--- src/via_params.svh ---
// offsets, field positions, reset values and vectors of the interrupt arbiter
`ifndef VIA_PARAMS_SVH
`define VIA_PARAMS_SVH

`define VIA_OFS_REQ        8'h00
`define VIA_OFS_MASK       8'h04
`define VIA_OFS_PRIO       8'h08
`define VIA_OFS_EDGE       8'h0C
`define VIA_OFS_PSW        8'h10
`define VIA_OFS_LVDC       8'h14
`define VIA_OFS_EVSTAT     8'h18
`define VIA_OFS_EVEN       8'h1C

`define VIA_REQ_RST        32'h0000_0000
`define VIA_MASK_RST       32'hDFFF_FFFF
`define VIA_PRIO_RST       32'hFFFF_FFFF
`define VIA_SRC_VALID      32'h19FC_1E5F
`define VIA_INT_VALID      32'h19FC_1E00
`define VIA_LVI_BIT        0
`define VIA_LVRS_BIT       1
`define VIA_PSW_IE_BIT     7
`define VIA_PSW_ISP_BIT    3
`define VIA_PSW_RST        8'h08
`define VIA_FALL_LSB       8

`define VIA_VEC_BASE       16'h0004
`define VIA_VEC_BRK        16'h003E
`define VIA_VEC_RESET      16'h0000

`define VIA_EV_ACK         0
`define VIA_EV_BRK         1
`define VIA_EV_RST         2

`endif

--- src/via_pkg.sv ---
// types shared by the interrupt arbiter
`default_nettype none
package via_pkg;
  // vector offered to the cpu core
  typedef struct packed {
    logic        valid;
    logic [15:0] vector;
  } via_vec_t;
endpackage : via_pkg
`default_nettype wire

--- src/via_arbiter.sv ---
// vectored interrupt arbiter with apb register access
`default_nettype none
`include "via_params.svh"

////////////////////////////////////////////////////////////////////////////////
// Summary of operation
// - among pending maskable requests those with priority flag 0 go first, then the lowest default priority number wins, 0 first.
// - the empty vector slots are never produced since their flag bits cannot be set.
// - a low-voltage event is a reset source only while the reset-select bit is 1.
// - request, mask, priority, rising-edge, falling-edge and status-word registers steer it.
// - each source has one request, one mask and one priority bit at the same position.
// - rising and falling edge detection of each pin is enabled separately.
// - pins 0 to 3 and 5 pass edge detection, internal sources set flags directly.
// - pins 0 to 3 vector to 0006H..000CH and pin 5 to 0010H.
// - acknowledging a request clears its request flag.
// - reset masks all sources, the top mask byte reading DFH.
module via_arbiter
  import via_pkg::*;
#(
  parameter int EXT_W = 6
) (
  input  wire logic        mclk_in,
  input  wire logic        rst_in,
  input  wire logic        psel_in,
  input  wire logic        penable_in,
  input  wire logic        pwrite_in,
  input  wire logic [7:0]  paddr_in,
  input  wire logic [31:0] pwdata_in,
  input  wire logic [3:0]  pstrb_in,
  output logic             pready_out,
  output logic [31:0]      prdata_out,
  output logic             pslverr_out,
  input  wire logic [EXT_W-1:0] ext_pin_in,
  input  wire logic [31:0] int_src_in,
  input  wire logic        low_voltage_detect_in,
  input  wire logic        power_on_clear_in,
  input  wire logic        watchdog_overflow_source_in,
  input  wire logic        break_instruction_in,
  input  wire logic        int_ack_in,
  output var via_vec_t     int_req_out,
  output var via_vec_t     special_vec_out,
  output logic             reset_req_out,
  output logic             irq_out
);

  // pins 0..3 and 5 are decoded and the falling-edge enables end at bit 15
  if (EXT_W < 6 || EXT_W > 8) begin : g_chk
    $error("EXT_W must be 6 to 8");
  end

  ////////////////////////////////////////////////////////////////////////////
  // register state
  logic [31:0]      req_q;
  logic [31:0]      req_d;
  logic [31:0]      mask_q;
  logic [31:0]      prio_q;
  logic [15:0]      edge_q;
  logic [7:0]       psw_q;
  logic [7:0]       psw_d;
  logic [7:0]       lvdc_q;
  logic [2:0]       evstat_q;
  logic [2:0]       even_q;
  logic [EXT_W-1:0] pin_q;
  logic [4:0]       grant_q;
  logic [4:0]       grant_d;
  logic             found_d;
  logic             rst_pend_q;
  logic [2:0]       ev_set;

  ////////////////////////////////////////////////////////////////////////////
  // apb decode
  logic        wr_en;
  logic        rd_en;
  logic        mapped;
  logic [31:0] rd_mux;
  logic [31:0] lane_mask;

  assign wr_en = psel_in & penable_in & pwrite_in;
  assign rd_en = psel_in & penable_in & ~pwrite_in;

  always_comb begin
    for (int i = 0; i < 4; i++) begin
      lane_mask[i*8 +: 8] = {8{pstrb_in[i]}};
    end
  end

  function automatic logic [31:0] merge(input logic [31:0] old,
                                        input logic [31:0] nw,
                                        input logic [31:0] lm);
    merge = (old & ~lm) | (nw & lm);
  endfunction : merge

  always_comb begin
    mapped = 1'b1;
    rd_mux = 32'h0000_0000;
    case (paddr_in)
      `VIA_OFS_REQ:    rd_mux = req_q;
      `VIA_OFS_MASK:   rd_mux = mask_q;
      `VIA_OFS_PRIO:   rd_mux = prio_q;
      `VIA_OFS_EDGE:   rd_mux = {16'h0000, edge_q};
      `VIA_OFS_PSW:    rd_mux = {24'h00_0000, psw_q};
      `VIA_OFS_LVDC:   rd_mux = {24'h00_0000, lvdc_q};
      `VIA_OFS_EVSTAT: rd_mux = {29'h0000_0000, evstat_q};
      `VIA_OFS_EVEN:   rd_mux = {29'h0000_0000, even_q};
      default:         mapped = 1'b0;
    endcase
  end

  // zero wait state; unmapped addresses answer with an error and read zero
  assign pready_out  = 1'b1;
  assign pslverr_out = psel_in & penable_in & ~mapped;
  assign prdata_out  = rd_en ? rd_mux : 32'h0000_0000;

  ////////////////////////////////////////////////////////////////////////////
  // edge detection on the external pins
  logic [EXT_W-1:0] rise;
  logic [EXT_W-1:0] fall;
  logic [EXT_W-1:0] pin_edge;
  logic [31:0]      ext_set;

  always_ff @(posedge mclk_in) begin
    if (rst_in) begin
      pin_q <= '0;
    end else begin
      pin_q <= ext_pin_in;
    end
  end

  always_comb begin
    for (int i = 0; i < EXT_W; i++) begin
      rise[i]     = ext_pin_in[i] & ~pin_q[i] & edge_q[i];
      fall[i]     = ~ext_pin_in[i] & pin_q[i] & edge_q[`VIA_FALL_LSB + i];
      pin_edge[i] = rise[i] | fall[i];
    end
  end

  // pins 0..3 land on flag bits 1..4, pin 5 on bit 6; pin 4 has no source
  assign ext_set = {25'h000_0000, pin_edge[5], 1'b0, pin_edge[3:0], 1'b0};

  ////////////////////////////////////////////////////////////////////////////
  // request flags
  logic [31:0] hw_set;
  logic        lv_reset;
  logic        ack_take;

  assign lv_reset = low_voltage_detect_in & lvdc_q[`VIA_LVRS_BIT];
  assign ack_take = int_ack_in & int_req_out.valid;

  always_comb begin
    hw_set = ext_set | (int_src_in & `VIA_INT_VALID);
    hw_set[`VIA_LVI_BIT] = low_voltage_detect_in & ~lvdc_q[`VIA_LVRS_BIT];
  end

  always_comb begin
    req_d = req_q;
    if (wr_en && paddr_in == `VIA_OFS_REQ) begin
      req_d = merge(req_q, pwdata_in, lane_mask);
    end
    if (ack_take) begin
      req_d[grant_q] = 1'b0;
    end
    // a new request in the clearing cycle is kept
    req_d = (req_d | hw_set) & `VIA_SRC_VALID;
  end

  always_ff @(posedge mclk_in) begin
    if (rst_in) begin
      req_q <= `VIA_REQ_RST;
    end else begin
      req_q <= req_d;
    end
  end

  ////////////////////////////////////////////////////////////////////////////
  // mask, priority, edge enables, low-voltage control
  always_ff @(posedge mclk_in) begin
    if (rst_in) begin
      mask_q <= `VIA_MASK_RST;
    end else if (wr_en && paddr_in == `VIA_OFS_MASK) begin
      mask_q <= merge(mask_q, pwdata_in, lane_mask);
    end
  end

  always_ff @(posedge mclk_in) begin
    if (rst_in) begin
      prio_q <= `VIA_PRIO_RST;
    end else if (wr_en && paddr_in == `VIA_OFS_PRIO) begin
      prio_q <= merge(prio_q, pwdata_in, lane_mask);
    end
  end

  always_ff @(posedge mclk_in) begin
    if (rst_in) begin
      edge_q <= 16'h0000;
    end else if (wr_en && paddr_in == `VIA_OFS_EDGE) begin
      edge_q <= 16'(merge({16'h0000, edge_q}, pwdata_in,
                          lane_mask));
    end
  end

  always_ff @(posedge mclk_in) begin
    if (rst_in) begin
      lvdc_q <= 8'h00;
    end else if (wr_en && paddr_in == `VIA_OFS_LVDC && pstrb_in[0]) begin
      lvdc_q <= pwdata_in[7:0];
    end
  end

  ////////////////////////////////////////////////////////////////////////////
  // program status word: global enable and in-service priority
  always_comb begin
    psw_d = psw_q;
    if (wr_en && paddr_in == `VIA_OFS_PSW && pstrb_in[0]) begin
      psw_d = pwdata_in[7:0];
    end
    if (ack_take) begin
      psw_d[`VIA_PSW_IE_BIT]  = 1'b0;
      psw_d[`VIA_PSW_ISP_BIT] = prio_q[grant_q];
    end else if (break_instruction_in) begin
      psw_d[`VIA_PSW_IE_BIT] = 1'b0;
    end
  end

  always_ff @(posedge mclk_in) begin
    if (rst_in) begin
      psw_q <= `VIA_PSW_RST;
    end else begin
      psw_q <= psw_d;
    end
  end

  ////////////////////////////////////////////////////////////////////////////
  // arbitration on the next-state flags so an acknowledged source drops at once
  logic [31:0] pend;
  logic [31:0] pend_hi;

  assign pend    = req_d & ~mask_q & `VIA_SRC_VALID;
  assign pend_hi = pend & ~prio_q;

  function automatic logic [5:0] lowest(input logic [31:0] v);
    lowest = 6'h20;
    for (int i = 31; i >= 0; i--) begin
      if (v[i]) begin
        lowest = 6'(i);
      end
    end
  endfunction : lowest

  always_comb begin
    logic [5:0] sel;
    sel = 6'h20;
    if (|pend_hi) begin
      sel = lowest(pend_hi);
    end else if (psw_d[`VIA_PSW_ISP_BIT]) begin
      sel = lowest(pend);
    end
    found_d = ~sel[5] & psw_d[`VIA_PSW_IE_BIT];
    grant_d = sel[4:0];
  end

  always_ff @(posedge mclk_in) begin
    if (rst_in) begin
      grant_q     <= 5'h00;
      int_req_out <= '0;
    end else begin
      grant_q            <= grant_d;
      int_req_out.valid  <= found_d;
      int_req_out.vector <= `VIA_VEC_BASE + {10'h000, grant_d, 1'b0};
    end
  end

  ////////////////////////////////////////////////////////////////////////////
  // break and reset sources
  logic any_reset;

  assign any_reset = power_on_clear_in | watchdog_overflow_source_in | lv_reset;

  always_ff @(posedge mclk_in) begin
    if (rst_in) begin
      rst_pend_q      <= 1'b1;
      reset_req_out   <= 1'b0;
      special_vec_out <= '0;
    end else begin
      rst_pend_q    <= 1'b0;
      reset_req_out <= any_reset;
      if (any_reset || rst_pend_q) begin
        special_vec_out <= '{valid: 1'b1, vector: `VIA_VEC_RESET};
      end else if (break_instruction_in) begin
        special_vec_out <= '{valid: 1'b1, vector: `VIA_VEC_BRK};
      end else begin
        special_vec_out <= '0;
      end
    end
  end

  ////////////////////////////////////////////////////////////////////////////
  // event status, write one to clear, set wins
  always_comb begin
    ev_set                = 3'b000;
    ev_set[`VIA_EV_ACK]   = ack_take;
    ev_set[`VIA_EV_BRK]   = break_instruction_in;
    ev_set[`VIA_EV_RST]   = any_reset;
  end

  always_ff @(posedge mclk_in) begin
    if (rst_in) begin
      evstat_q <= 3'b000;
    end else if (wr_en && paddr_in == `VIA_OFS_EVSTAT && pstrb_in[0]) begin
      evstat_q <= (evstat_q & ~pwdata_in[2:0]) | ev_set;
    end else begin
      evstat_q <= evstat_q | ev_set;
    end
  end

  always_ff @(posedge mclk_in) begin
    if (rst_in) begin
      even_q <= 3'b000;
    end else if (wr_en && paddr_in == `VIA_OFS_EVEN && pstrb_in[0]) begin
      even_q <= pwdata_in[2:0];
    end
  end

  assign irq_out = |(evstat_q & even_q);

endmodule : via_arbiter
`default_nettype wire

--- config.mk ---
export PLATFORM = sky130hd
export DESIGN_NAME = via_arbiter
export DESIGN_NICKNAME = d
export VERILOG_FILES = /design/src/via_pkg.sv /design/src/via_arbiter.sv
export VERILOG_INCLUDE_DIRS = /design/src
export SDC_FILE = /design/constraint.sdc
export NUM_CORES = 1
export LEC_CHECK = 0
export BUFFER_PORTS_ARGS = -buffer_cell sky130_fd_sc_hd__buf_4
export CORE_MARGIN = 2
export CORE_UTILIZATION = 60
export CTS_CLUSTER_DIAMETER = 150
export DETAILED_ROUTE_END_ITERATION = 7
export PLACE_DENSITY_LB_ADDON = 0.1
export SETUP_SLACK_MARGIN = 0.15
export SYNTH_ARGS = -nofsm -noshare
export SYNTH_HDL_FRONTEND = slang
export SYNTH_SLANG_ARGS = --single-unit
--- constraint.sdc ---
create_clock -name mclk_in -period 5.9 [get_ports mclk_in]
set_clock_uncertainty 0.15 [all_clocks]
set_input_delay 0.59 -clock mclk_in [delete_from_list [all_inputs] [get_ports mclk_in]]
set_output_delay 0.59 -clock mclk_in [all_outputs]
set_load 0.005 [all_outputs]
==> impl_metrics.yaml <==
finish:
  final_net_count: 1186
  drive_gt1_frac: 0.169
  synthToLayoutAreaGrowth_pct: 17.3
  fin_area_um2: 9260
  seq_area_um2: 2820
  diodes: 0
  multi_input_area_um2: 4640
  fill_cells: 1049
detailed_routing:
  drtIter0Drc: 1218
  wirelength_mm: 26.0
  avgViaCountPerCell: 6.65
  drtAntennaViolNets: 0
  vias: 8487
  drc: 2
  first_pass_iters: 8
  wire_per_inst_um: 20.4
logic_synthesis:
  ys_seq_elements: 141
  synth_cell_types: 68
  synth.most_common_cell: "nand2_1"
  syn_area_per_cell_um2: 7.78
  synth_top_area_frac: 0.357
  synth_area_um2: 7900
  synth_edf_count: 0
  synthTopCellsByCount: "153 x nand2_1, 150 x nor2_1, 141 x dfxtp_1, 62 x a21oi_1, 56 x mux2i_1"
  seq_area_frac_synth: 0.357
  synth_top_cell_by_area: "dfxtp_1"
  synth_area_leaders: "dfxtp_1 36%, nand2_1 7.3%, nor2_1 7.1%"
  synth-async-reset-ratio: 0
  synthCells: 1016
  yosys_warnings: 0
  ys.flop_type: "dfxtp_1"
sta:
  slew_headroom: 0.257
  rsz0062_at_grt: "false"
  period_needed_ns: 4.34
  hold_viol: 0
  drv_slew: 0
  setup_tns_ns: 0
  clock.fmax_ghz: 0.230
  min_period_over_period: 0.736
  worst_pin_slew_ns: 1.11
  finalSetupViolCount: 0
worst_hold_path:
  min_path_type: "input port to register"
  hold-path-cell-count: 3
critical_path:
  worst-path-max-fanout: 17
  worstPathArrival_ns: 4.47
  slowest_stage: "dfxtp_1"
  r2r_slack_ns: 1.56
  worstPathCellList: "nand4_1, o31ai_1, a211oi_1, nor4_4, nand4b_1, or4_4, o32ai_4, xor2_1, nor2_1"
  end_kind: "register"
  cp.depth: 9
  endpoint: "int_req_out[3]"
  path_buf_inv: 0
  setup.worst_path.start: "grant_q[0]"
  critPathMaxStageDelay_ns: 0.91
  start_kind: "register"
  cp_top_family: "simple AND/OR/NAND/NOR gates"
  r2r-start: "grant_q[0]"
  reg2reg_depth: 9
  crit_type: "register to register"
  r2r_end: "int_req_out[3]"
  required_ns: 6.03
die:
  initial_core_util: 0.621
  die_area_um2: 14100
  chipWidth_um: 119
  die_height_um: 119
  coreArea_um2: 12700
  rows: 41
  pin_count: 162
flow_run:
  drv_cap: 0
placed_design:
  place_congestion: 1.03
  io_buffers: 119
  placed_cell_area_um2: 8730
  dp_hpwl_mm: 18.0
cts:
  cts-resized-gates: 0
  path_clk_slew_ns: 0.06
  cts_buffers: 17
  clockBufferDepth: 2
  cts_setup_buffers: 0
  holdBufCountCts: 0
  root_buffer: "clkbuf_16"
  cts_tree: "yes"
  cts.htree.levels: 4
  cts_num_sinks: 141
  clk_latency_ns: 0.43
outcome:
  failed_checks: "DRC"
  status: "finished with violations"
power:
  powerDensity_nw_per_um2: 226
  p_leak_nw: 3.68
  peakVddDrop_v: 0.000190
global_routing:
  antenna_found_initial: 0
  grt_remaining_overflow: 0
  grt_pass1_wl_mm: 41.0
  grt_use_total: 0.369
  grt_max_degree: 71
  grt_pass1_vias: 7583
## cell type report
class | count | area share
multi-input combinational | 783 | 0.500
sequential | 141 | 0.305
timing repair buffer | 130 | 0.105
clock buffer | 20 | 0.0504
tap | 172 | 0.0232
inverter | 21 | 0.00851
clock inverter | 10 | 0.00743
## through the flow
| stage | total power [mW] | instances | worst slack (ns) | hold slack, ns | util |
|---|---|---|---|---|---|
| global route | 2.16 | 1277 | 1.32 | 0.240 | 0.728 |
| global placement | 1.13 | 1247 | 1.42 | 0.289 | 0.686 |
| CTS | 2.10 | 1277 | 1.66 | 0.227 | 0.728 |
| floorplan | 1.07 | 1037 | 2.21 | 0.282 | - |
| detailed placement | 1.13 | 1247 | 1.41 | 0.296 | 0.686 |
| finish | 2.09 | 1277 | 1.56 | 0.229 | 0.728 |
## placed cells by master (no fill, tap or decap), drive strengths merged, types with 5 or more instances in the layout
| cell | n |
|---|---|
| a22oi | 11 |
| nand3 | 47 |
| conb | 23 |
| nor2 | 150 |
| inv | 21 |
| nand3b | 9 |
| o21ai | 21 |
| clkinv | 7 |
| a41oi | 13 |
| nand2 | 153 |
| or4 | 5 |
| a31oi | 14 |
| nor3 | 18 |
| a211oi | 12 |
| and4 | 5 |
| nor2b | 11 |
| o211ai | 17 |
| buf | 130 |
| a211o | 5 |
| a21oi | 62 |
| nor4 | 5 |
| mux2i | 56 |
| o31ai | 26 |
| dfxtp | 141 |
| a222oi | 13 |
| nand4 | 15 |
| a221oi | 9 |
| clkbuf | 20 |
| mux4 | 5 |
| o22ai | 7 |
## report_power, final
part | internal, mW | total (mW) | switching, mW
Combinational | 0.0574 | 0.146 | 0.0890
Clock | 0.563 | 0.977 | 0.414
Sequential | 0.965 | 0.972 | 0.00722
Total | 1.59 | 2.09 | 0.510
## worst min-delay path, delay by kind of cell
kind,cells,cell delay (ns)
simple gates,2,0.10
buf+inv,1,0.08
## worst min-delay path by stage
| stage | start | end | slack [ns] |
|---|---|---|---|
| finish | pwdata_in[25] | register | 0.23 |
| global route | pwdata_in[25] | register | 0.24 |
| CTS | pwdata_in[25] | register | 0.23 |
| detailed placement | register | register | 0.30 |
| global placement | register | register | 0.29 |
| floorplan | register | register | 0.28 |
## cells by family after synthesis
group,share of synthesized area
compound gates,0.227
buf+inv,0.0681
simple gates,0.254
mux,0.0909
other cells,0.000951
flops,0.357
xor+xnor,0.00111
## layer usage
| metal | up-vias | global-route usage | share of wire |
|---|---|---|---|
| met5 | - | 0 | 0 |
| met4 | 0 | 0.137 | 0.030 |
| met3 | 77 | 0.0782 | 0.13 |
| met2 | 673 | 0.552 | 0.43 |
| met1 | 3916 | 0.521 | 0.41 |
| li1 | 3821 | - | - |
Power figures use the tool's default switching activity.
